### config.mk
export PLATFORM = sky130hd
export DESIGN_NAME = asic_int_status
export DESIGN_NICKNAME = d
export VERILOG_FILES = /design/src/asic_pkg.sv /design/src/asic_int_status.sv
export SDC_FILE = /design/constraint.sdc
export NUM_CORES = 1
export LEC_CHECK = 0
export ABC_AREA = 1
export BUFFER_PORTS_ARGS = -buffer_cell sky130_fd_sc_hd__buf_4
export CORE_AREA = 4 4 53 55
export CTS_BUF_LIST = sky130_fd_sc_hd__clkbuf_2
export CTS_CLUSTER_DIAMETER = 30
export DETAILED_ROUTE_END_ITERATION = 7
export DIE_AREA = 0 0 57 59
export PLACE_DENSITY = 0.93
export SLEW_MARGIN = 5
export SYNTH_ARGS = -nofsm -noshare
export SYNTH_HDL_FRONTEND = slang
export SYNTH_SLANG_ARGS = --single-unit
### constraint.sdc
create_clock -name ref_clk -period 1.2 [get_ports ref_clk]
set_input_delay 0.12 -clock ref_clk [delete_from_list [all_inputs] [get_ports ref_clk]]
set_output_delay 0.12 -clock ref_clk [all_outputs]
set_load 0.01 [all_outputs]
### src/asic_pkg.sv
package asic_pkg;

   localparam int          SEQ_COUNT         = 4;
   localparam logic [3:0]  ADDR_RAW_FLAGS    = 4'h4;
   localparam logic [3:0]  ADDR_INT_ALLOW    = 4'h8;
   localparam logic [3:0]  ADDR_STATUS_CLEAR = 4'hc;
   localparam logic [3:0]  SEQ_FLAGS_RESET   = 4'h0;
   localparam logic [27:0] RESERVED_READ     = 28'h0000000;
   localparam logic [31:0] READ_RESET        = 32'h00000000;
   localparam logic        WAIT_RESET        = 1'b1;

   typedef struct packed {
      logic [3:0]  address;
      logic        read;
      logic        write;
      logic [31:0] writedata;
   } asic_req_s;

endpackage

### src/asic_int_status.sv
`timescale 1ns/10ps
// Operation
// - Four status bits, bits 3:0, reset zero.
// - Status is raw AND mask; level interrupt.
// - Writing one clears; zero leaves unchanged.
// - Clearing status also clears raw flag.
// - Bits 31:4 reserved, read as zero.
// - Raw flag set on completed enabled sample.
// - Clear raw flag even when masked off.
module asic_int_status
   import asic_pkg::*;
(
   input  wire logic        ref_clk,
   input  wire logic        nrst,
   input  wire logic [3:0]  avsAddress,
   input  wire logic        avsRead,
   input  wire logic        avsWrite,
   input  wire logic [31:0] avsWritedata,
   output logic [31:0]      avsReaddata,
   output logic             avsWaitrequest,
   input  wire logic [3:0]  seqDone,
   output logic             seqIrq
);

   ////////////////////////////////////////////////////////////////////////////
   logic      rstSync1;
   logic      rstSync2;
   asic_req_s req;
   logic [3:0] rawFlagsReg;
   logic [3:0] rawFlagsNext;
   logic [3:0] intAllowNext;
   logic [3:0] intAllowReg;
   logic [3:0] maskedStatus;
   logic       accessCommit;
   logic [3:0] clearMask;
   logic [31:0] readNext;

   assign req = '{address: avsAddress, read: avsRead, write: avsWrite,
                  writedata: avsWritedata};

   // The reset is released through two flops so all logic leaves reset together.
   always_ff @(posedge ref_clk or negedge nrst) begin
      if (!nrst) begin
         rstSync1 <= 1'b0;
         rstSync2 <= 1'b0;
      end else begin
         rstSync1 <= 1'b1;
         rstSync2 <= rstSync1;
      end
   end

   ////////////////////////////////////////////////////////////////////////////
   // Waitrequest idles high and drops for one cycle after a request is seen.
   // Every access therefore takes exactly one wait state, and the output comes
   // straight from a flop at the cost of holding an idle bus in the wait state.
   always_ff @(posedge ref_clk or negedge rstSync2) begin
      if (!rstSync2) begin
         avsWaitrequest <= WAIT_RESET;
      end else begin
         avsWaitrequest <= !((req.read || req.write) && avsWaitrequest);
      end
   end

   // A request is committed only at the edge where the master sees waitrequest low.
   assign accessCommit = (req.read || req.write) && !avsWaitrequest;

   // The write commits on the same edge the master sees waitrequest low.
   always_comb begin
      clearMask = 4'h0;
      if (req.write && accessCommit && req.address == ADDR_STATUS_CLEAR) begin
         clearMask = req.writedata[3:0];
      end
   end

   assign maskedStatus = rawFlagsReg & intAllowReg;

   // Set is applied after clear so a completing sample is never lost.
   always_comb begin
      rawFlagsNext = (rawFlagsReg & ~clearMask)
                     | seqDone;
   end

   always_comb begin
      intAllowNext = intAllowReg;
      if (req.write && accessCommit && req.address == ADDR_INT_ALLOW) begin
         intAllowNext = req.writedata[3:0];
      end
   end

   always_ff @(posedge ref_clk or negedge rstSync2) begin
      if (!rstSync2) begin
         rawFlagsReg <= SEQ_FLAGS_RESET;
      end else begin
         rawFlagsReg <= rawFlagsNext;
      end
   end

   always_ff @(posedge ref_clk or negedge rstSync2) begin
      if (!rstSync2) begin
         intAllowReg <= SEQ_FLAGS_RESET;
      end else begin
         intAllowReg <= intAllowNext;
      end
   end

   // The interrupt is built from the next-state flags and mask, so it matches the
   // status bits in the very same cycle; a lagging copy could show a cleared source
   // as still pending to a handler that returns quickly.
   always_ff @(posedge ref_clk or negedge rstSync2) begin
      if (!rstSync2) begin
         seqIrq <= 1'b0;
      end else begin
         seqIrq <= |(rawFlagsNext & intAllowNext);
      end
   end

   ////////////////////////////////////////////////////////////////////////////
   always_comb begin
      readNext = 32'h00000000;
      if (req.address == ADDR_RAW_FLAGS) begin
         readNext = {RESERVED_READ, rawFlagsReg};
      end else if (req.address == ADDR_INT_ALLOW) begin
         readNext = {RESERVED_READ, intAllowReg};
      end else if (req.address == ADDR_STATUS_CLEAR) begin
         readNext = {RESERVED_READ, maskedStatus};
      end
   end

   always_ff @(posedge ref_clk or negedge rstSync2) begin
      if (!rstSync2) begin
         avsReaddata <= READ_RESET;
      end else if (req.read && avsWaitrequest) begin
         avsReaddata <= readNext;
      end
   end

   ////////////////////////////////////////////////////////////////////////////
   // Bus handshake, read path and mask write.
   status_read_a: assert property (@(posedge ref_clk) disable iff (!rstSync2)
      (req.read && accessCommit && req.address == ADDR_STATUS_CLEAR && $stable(rawFlagsReg)
       && $stable(intAllowReg)) |-> avsReaddata == {28'h0, rawFlagsReg & intAllowReg})
      else $error("status read differs from raw and mask");

   reserved_zero_a: assert property (@(posedge ref_clk) disable iff (!rstSync2)
      (req.read && accessCommit) |-> avsReaddata[31:4] == 28'h0)
      else $error("reserved read bits not zero");

   one_wait_a: assert property (@(posedge ref_clk) disable iff (!rstSync2)
      ((avsRead || avsWrite) && avsWaitrequest) |=> !avsWaitrequest)
      else $error("access did not end after one wait state");

   wait_idle_a: assert property (@(posedge ref_clk) disable iff (!rstSync2)
      !(avsRead || avsWrite) |=> avsWaitrequest)
      else $error("waitrequest low without a request");

   unmapped_read_a: assert property (@(posedge ref_clk) disable iff (!rstSync2)
      (avsRead && avsWaitrequest && avsAddress == 4'h0) |=> avsReaddata == 32'h0)
      else $error("unmapped read not zero");

   mask_write_a: assert property (@(posedge ref_clk) disable iff (!rstSync2)
      (avsWrite && !avsWaitrequest && avsAddress == ADDR_INT_ALLOW)
      |=> intAllowReg == $past(avsWritedata[3:0]))
      else $error("mask write did not land");

   // Flag set and clear.
   clear_one_a: assert property (@(posedge ref_clk) disable iff (!rstSync2)
      (clearMask[0] && !seqDone[0]) |=> !rawFlagsReg[0])
      else $error("write one did not clear flag");

   clear_top_a: assert property (@(posedge ref_clk) disable iff (!rstSync2)
      (clearMask[3] && !seqDone[3]) |=> !rawFlagsReg[3])
      else $error("write one did not clear top flag");

   keep_zero_a: assert property (@(posedge ref_clk) disable iff (!rstSync2)
      (req.write && accessCommit && !req.writedata[1] && rawFlagsReg[1]) |=> rawFlagsReg[1])
      else $error("write zero changed flag");

   flag_holds_a: assert property (@(posedge ref_clk) disable iff (!rstSync2)
      (rawFlagsReg[0] && !clearMask[0]) |=> rawFlagsReg[0])
      else $error("flag dropped without a clear");

   event_wins_a: assert property (@(posedge ref_clk) disable iff (!rstSync2)
      (seqDone[2] && clearMask[2]) |=> rawFlagsReg[2])
      else $error("event lost against clear");

   event_sets_a: assert property (@(posedge ref_clk) disable iff (!rstSync2)
      seqDone[3] |=> rawFlagsReg[3])
      else $error("completion did not set flag");

   raw_readonly_a: assert property (@(posedge ref_clk) disable iff (!rstSync2)
      (req.write && accessCommit && req.address == ADDR_RAW_FLAGS && seqDone == 4'h0)
      |=> rawFlagsReg == $past(rawFlagsReg))
      else $error("write changed raw flags");

   masked_clear_a: assert property (@(posedge ref_clk) disable iff (!rstSync2)
      (clearMask[1] && !intAllowReg[1] && !seqDone[1]) |=> !rawFlagsReg[1])
      else $error("masked flag not cleared");

   // Interrupt output and flag reset value.
   irq_high_a: assert property (@(posedge ref_clk) disable iff (!rstSync2)
      (|maskedStatus) |-> seqIrq)
      else $error("interrupt low with status set");

   irq_level_a: assert property (@(posedge ref_clk) disable iff (!rstSync2)
      ##1 seqIrq == |maskedStatus)
      else $error("interrupt does not follow status");
   reset_zero_a: assert property (@(posedge ref_clk)
      $rose(rstSync2) |-> rawFlagsReg == 4'h0)
      else $error("flags not zero after reset");

endmodule

==> results.py, run 1 <==
metrics = {
    "die": {
        "core_um2": 2390,
        "dieArea_um2": 3360,
        "dieWidth_um": 57,
        "rows": 18,
        "die_h_um": 59,
        "num_io_pins": 78,
        "start_util": 0.407,
    },
    "routing": {
        "drtPass1Iterations": 4,
        "viasPerCell": 4.17,
        "routed_wl_mm": 1.87,
        "drc_errors": 0,
        "wl_per_cell_um": 10.6,
        "drt_iter0_drc": 16,
        "dr_total_vias": 738,
        "final_antenna_net_count": 0,
    },
    "setup_path": {
        "required_ns": 1.08,
        "crit_start": "avsWaitrequest$_DFF_PN1_",
        "path_class": "register to output port",
        "critPathSlowestCell": "dfstp_2",
        "cp-endpoint": "avsWaitrequest",
        "worstReg2RegStart": "avsWaitrequest$_DFF_PN1_",
        "r2r_slack_ns": 0.07,
        "cp-start-kind": "register",
        "critical_path_buf_inv_count": 1,
        "rr_worst_depth": 8,
        "crit_fanout": 5,
        "cp_num_cells": 1,
        "slowest_delay_ns": 0.62,
        "worst_ep_arrival_time_ns": 1.04,
        "path_cells": "buf_4",
        "rr_endpoint": "seqIrq$_DFF_PN0_",
        "path_delay_family": "flip-flops",
        "end_kind": "output port",
    },
    "global_route": {
        "grt_remaining_overflow": 0,
        "met3_usage": 0.0240,
        "grt_usage": 0.113,
        "use_met2": 0.178,
        "grt_pass1_wl_mm": 2.91,
        "antenna_found_initial": 0,
        "grt_pass1_vias": 677,
        "grt_max_degree": 15,
        "grt_use_met1": 0.147,
        "grt.busiest_layer": "met2",
    },
    "final_layout": {
        "drive_above_1_share": 0.293,
        "final_nets": 192,
        "syn2layout_area_growth_pct": 16.5,
        "diodes": 0,
        "fin_cells": 177,
        "fillers": 267,
    },
    "timing": {
        "setup_violations": 0,
        "fmax_mhz": 863,
        "fin_crit_ns": 1.16,
        "slew_violations": 0,
        "timing.final.hold_violations": 0,
        "clock_skew_ns": 0.0128,
        "slew_headroom": 0.617,
        "rsz0062_at_grt": "true",
        "worst_slack_ns": 0.0410,
        "min_period_over_period": 0.966,
        "worst-slew-pin-transition_ns": 0.575,
    },
    "place": {
        "dp_hpwl_mm": 1.45,
        "place.port_buffers": 21,
        "dp_cells": 169,
        "pre_cts_slack_ns": -0.00536,
        "gp_congestion": 0.795,
    },
    "cts": {
        "cts_root_buf": "clkbuf_2",
        "cts_max_path_buffers": 2,
        "cts_setup_buffers": 0,
        "cts_tree": "built",
        "numClockSinks": 16,
        "cts_buffers": 3,
        "clk_pin_slew_ns": 0.15,
        "clock_latency_ns": 0.28,
        "htree_levels": 1,
    },
    "flow_run": {
        "drv_cap": 0,
    },
    "synthesis": {
        "synth_cells": 118,
        "netlist_area_um2": 971,
        "synth.distinct_cells": 17,
        "synth_area_per_cell_um2": 8.23,
        "ys_warn_count": 0,
        "yosysSeqAreaShare": 0.414,
        "ys_ff_latch": 16,
    },
    "power_and_ir_drop": {
        "p_leak_uw": 0.000648,
        "p_per_area_nw_per_um2": 1080,
        "ir_drop_mv": 0.633,
    },
    "outcome": {
        "outcome": "finished, final reports clean",
    },
    "hold_path": {
        "hold_class": "primary input to register",
    },
}
## Yosys cell counts (all sizes together)
master   count  area [um^2]
dfrtp       15          375
inv         11         41.3
o21ai        1         5.00
o2111ai      1         8.76
o211ai       3         22.5
buf         29          215
conb         2         7.51
nand4        4         25.0
a31oi        1         6.26
dfstp        1         26.3
nor2         5         33.8
nand2       37          164
nand3        8         40.0
## cell type report
| cell class | count | area (um^2) | area share |
|---|---|---|---|
| timing repair buffer | 26 | 203 | 0.179 |
| sequential | 16 | 402 | 0.355 |
| clock buffer | 4 | 20.0 | 0.0177 |
| tap | 30 | 37.5 | 0.0332 |
| multi-input combinational | 90 | 428 | 0.378 |
| inverter | 11 | 41.3 | 0.0365 |
## timing repair
item | 4_1_cts | 5_1_grt
hold buffers | 3 | 0
gates resized for setup | 0 | 4
endpoints found under the hold margin | 3 | 0
endpoints found under the setup margin | 0 | 1
## worst min-delay path by stage
| stage | depth (start not counted) | from | end | slack [ns] |
|---|---|---|---|---|
| after floorplan | 0 | nrst | rstSync1$_DFF_PN0_ | -0.18 |
| after CTS | 3 | seqDone[2] | rawFlagsReg[2]$_DFF_PN0_ | 0.01 |
| final | 3 | seqDone[2] | rawFlagsReg[2]$_DFF_PN0_ | 0.03 |
| after global placement | 1 | nrst | rstSync2$_DFF_PN0_ | -0.1 |
| after global routing | 3 | seqDone[0] | rawFlagsReg[0]$_DFF_PN0_ | 0.01 |
| after detailed placement | 1 | nrst | rstSync2$_DFF_PN0_ | -0.1 |
## flip-flops by register name (all words and copies together), names as in the netlist
signal          cells
rstSync2            1
rawFlagsReg         4
rstSync1            1
avsWaitrequest      1
intAllowReg         4
seqIrq              1
avsReaddata         4
## cell usage in the layout (no fill, tap or decap)
cell | synthesis | final
o21ai_0 | 1 | 1
inv_2 | 0 | 1
nor2_4 | 2 | 2
o2111ai_1 | 1 | 1
nor2_2 | 0 | 1
dfrtp_1 | 15 | 15
clkbuf_2 | 0 | 4
nand3_1 | 8 | 8
buf_4 | 28 | 23
conb_1 | 2 | 29
o211ai_1 | 3 | 3
nor2_1 | 3 | 3
nand4_1 | 4 | 4
inv_1 | 11 | 10
nand2_4 | 1 | 1
a31oi_1 | 1 | 1
nand2_1 | 29 | 26
dfstp_2 | 1 | 1
nand2_2 | 7 | 10
dlygate4sd3_1 | 0 | 3
## routing by layer
layer  part of all wire  routed length (um)  vias to the layer above
met5                  0                   0                        -
met1               0.41                 766                      338
li1                   -                   -                      374
met2               0.50                 941                       26
met3              0.087                 163                        0
met4                  0                   0                        0
## kinds of logic after synthesis
| logic type | synth area share |
|---|---|
| other | 0.00773 |
| flip-flops | 0.414 |
| buffers and inverters | 0.264 |
| AND/OR/NAND/NOR | 0.271 |
| AO/OA/AOI/OAI | 0.0438 |
## power by group
| part | internal, uW | switching (uW) | leakage [uW] | total, uW |
|---|---|---|---|---|
| sequential | 605 | 47.8 | 0.000185 | 653 |
| combinational | 137 | 183 | 0.000446 | 320 |
| clock | 88.4 | 157 | 0.0000166 | 245 |
## stage by stage
step	util	TNS (ns)	hold slack, ns	power [uW]	area [um^2]
floorplan	-	0	-0.176	900	1070
global placement	0.447	0	-0.0965	954	1070
detailed placement	0.447	-0.00536	-0.0959	963	1070
CTS	0.468	0	0.0116	1220	1120
global route	0.474	-0.0778	0.0130	1310	1130
finish	0.474	0	0.0299	1220	1130
No activity file was read; power rests on OpenSTA's default activity.
==> run 2: changes to the inputs <==
--- a/config.mk
+++ b/config.mk
@@ -5,14 +5,13 @@
 export SDC_FILE = /design/constraint.sdc
 export NUM_CORES = 1
 export LEC_CHECK = 0
-export ABC_AREA = 1
 export BUFFER_PORTS_ARGS = -buffer_cell sky130_fd_sc_hd__buf_4
 export CORE_AREA = 4 4 53 55
 export CTS_BUF_LIST = sky130_fd_sc_hd__clkbuf_2
 export CTS_CLUSTER_DIAMETER = 30
 export DETAILED_ROUTE_END_ITERATION = 7
 export DIE_AREA = 0 0 57 59
-export PLACE_DENSITY = 0.93
+export PLACE_DENSITY = 0.95
 export SLEW_MARGIN = 5
 export SYNTH_ARGS = -nofsm -noshare
 export SYNTH_HDL_FRONTEND = slang
==> results.py, run 2 <==
metrics = {
    "setup_path": {
        "slowest_delay_ns": 0.52,
        "path_delay_family": "simple AND/OR/NAND/NOR gates",
        "end_kind": "register",
        "cp-start-kind": "register",
        "critPathSlowestCell": "or4_1",
        "crit_fanout": 4,
        "path_cells": "nand3b_1 -> buf_6 -> o41ai_2 -> a211oi_1 -> or4_1",
        "path_class": "register to register",
        "required_ns": 1.38,
        "worst_ep_arrival_time_ns": 1.91,
        "critical_path_buf_inv_count": 1,
    },
    "power_and_ir_drop": {
        "ir_drop_mv": 0.670,
        "p_leak_uw": 0.000642,
        "p_int_uw": 917,
        "seqPwrFrac": 0.479,
        "p_per_area_nw_per_um2": 995,
        "pwr-share-clk": 0.186,
        "swShare": 0.330,
        "comb_power_share": 0.335,
        "p_sw_uw": 452,
        "p_total_uw": 1370,
    },
    "synthesis": {
        "ys_warn_count": 0,
        "ys_ff_latch": 16,
        "synth_area_leaders": "dfrtp_1 (37%), buf_4 (21%), o21ai_0 (4.5%)",
        "netlist_area_um2": 1010,
        "ys_top_cells_by_count": "buf_4 (28), dfrtp_1 (15), nand2_1 (9), o21ai_0 (9)",
        "synth-async-reset-ratio": 1.00,
        "yosysTopAreaCell": "dfrtp_1",
        "synth_top_flop_cell": "dfrtp_1",
        "synth_cells": 110,
        "yosysSeqAreaShare": 0.398,
        "synthDominantCellAreaShare": 0.372,
        "synth_edf_count": 0,
        "yosys.cell_count.top_type": "buf_4",
        "synth.distinct_cells": 23,
        "synth_area_per_cell_um2": 9.18,
    },
    "routing": {
        "drc_errors": 0,
        "wl_per_cell_um": 14.5,
        "drt_iter0_drc": 29,
        "final_antenna_net_count": 0,
        "drtPass1Iterations": 4,
        "viasPerCell": 5.05,
        "dr_total_vias": 940,
        "routed_wl_mm": 2.69,
    },
    "timing": {
        "rsz0062_at_grt": "true",
        "fmax_mhz": 579,
        "timing.final.hold_violations": 0,
        "fin_crit_ns": 1.73,
        "clock_skew_ns": 0.00777,
        "whs_ns": 0.0358,
        "min_period_over_period": 1.44,
        "setup_tns_ns": -1.99,
        "setup_violations": 9,
        "worst-slew-pin-transition_ns": 0.575,
        "worst_slack_ns": -0.526,
        "slew_headroom": 0.617,
        "slew_violations": 0,
    },
    "place": {
        "place_area_um2": 1220,
        "gp_congestion": 0.867,
        "dp_hpwl_mm": 1.90,
        "place.port_buffers": 21,
    },
    "global_route": {
        "grt_max_degree": 15,
        "grt_remaining_overflow": 0,
        "antenna_found_initial": 0,
        "grt_pass1_wl_mm": 4.04,
        "grt_usage": 0.157,
        "grt_pass1_vias": 874,
    },
    "cts": {
        "cts_max_path_buffers": 2,
        "clock_latency_ns": 0.29,
        "numClockSinks": 16,
        "cts_tree": "built",
        "cts_root_buf": "clkbuf_2",
        "htree_levels": 1,
        "cts_buffers": 3,
        "clk_pin_slew_ns": 0.15,
    },
    "die": {
        "dieArea_um2": 3360,
        "num_io_pins": 78,
        "start_util": 0.423,
        "die_h_um": 59,
        "dieWidth_um": 57,
        "rows": 18,
        "core_um2": 2390,
    },
    "flow_run": {
        "drv_cap": 0,
    },
    "final_layout": {
        "final_nets": 201,
        "postLayoutCoreUtil": 0.577,
        "drive_above_1_share": 0.417,
        "largestRegisters": "avsReaddata x4, intAllowReg x4, rawFlagsReg x4",
        "final_area_um2": 1380,
        "diodes": 0,
        "mostFrequentLayoutCells": "buf_4 (36), conb_1 (29), dfrtp_1 (15)",
        "syn2layout_area_growth_pct": 36.3,
        "final_common_cell": "buf_4",
    },
    "outcome": {
        "outcome": "complete, but fails checks",
        "violations": "negative setup slack",
    },
    "hold_path": {
        "hold_class": "primary input to register",
    },
}
==> run 2: cell types whose count changed in the layout (fill, tap and decap cells not counted), moves of 7 or more <==
cell     change
nand2_1     -22
nand2_2      -7
buf_4       +13
buf_6        +7
==> run 2: final cells by class <==
type / count / area [um^2]
multi-input cells: 86 / 536
fillers: 220 / 1010
inverters: 6 / 22.5
flip-flops and latches: 16 / 402
repair buffers: 44 / 359
well taps: 30 / 37.5
clock buffers: 4 / 20.0
==> run 2: power by group through the flow <==
| stage | registers (uW) | clock network, uW | logic (uW) |
|---|---|---|---|
| after detailed placement | 663 | 0 | 377 |
| after CTS | 656 | 261 | 408 |
| after global routing | 668 | 286 | 501 |
| final | 656 | 255 | 458 |
| after floorplan | 674 | 0 | 226 |
| after global placement | 661 | 0 | 366 |
==> run 2: per-layer routing <==
metal | global-route usage | part of all wire
met1 | 0.190 | 0.37
met2 | 0.277 | 0.49
met3 | 0.0523 | 0.11
met4 | 0.0232 | 0.020
met5 | 0 | 0
==> run 2: cell families (layout without fill, tap and decap cells) <==
kind of cell	count (synthesis)	after routing	synth area share
buffers and inverters	35	54	0.242
AND/OR/NAND/NOR	29	29	0.147
AO/OA/AOI/OAI	28	28	0.206
flip-flops	16	16	0.398
other	2	29	0.00744
==> run 2: worst reg2reg max path: cells and delay by family, from the launching register on <==
kind	cells	cell delay [ns]
and+or+nand+nor	2	0.72
DFF	1	0.40
AOI/OAI and AO/OA	2	0.34
buffers and inverters	1	0.16
==> run 2: worst paths after layout <==
path	start	cells past startpoint	endpoint	slack (ns)
worst max-delay path	avsWaitrequest$_DFF_PN1_	5	seqIrq$_DFF_PN0_	-0.53
worst min-delay path	seqDone[2]	2	rawFlagsReg[2]$_DFF_PN0_	0.04
worst max register to register	avsWaitrequest$_DFF_PN1_	5	seqIrq$_DFF_PN0_	-0.53
worst min register to register	rstSync2$_DFF_PN0_	0	rawFlagsReg[0]$_DFF_PN0_	0.23
max in group asynchronous	rstSync2$_DFF_PN0_	0	avsWaitrequest$_DFF_PN1_	0.58
min in group asynchronous	nrst	2	rstSync1$_DFF_PN0_	0.13
==> run 2: timing repair <==
item	in CTS	in global routing
gates resized for setup	13	17
buffers inserted	4	2
hold endpoints to repair	2	0
endpoints found under the setup margin	9	14
hold buffers	1	0
pin swaps	4	3
==> run 2: stage by stage <==
step                std cells  setup slack (ns)
floorplan                 137            -0.454
global placement          177            -0.448
detailed placement        177            -0.530
CTS                       185            -0.467
global route              186            -0.628
finish                    186            -0.526
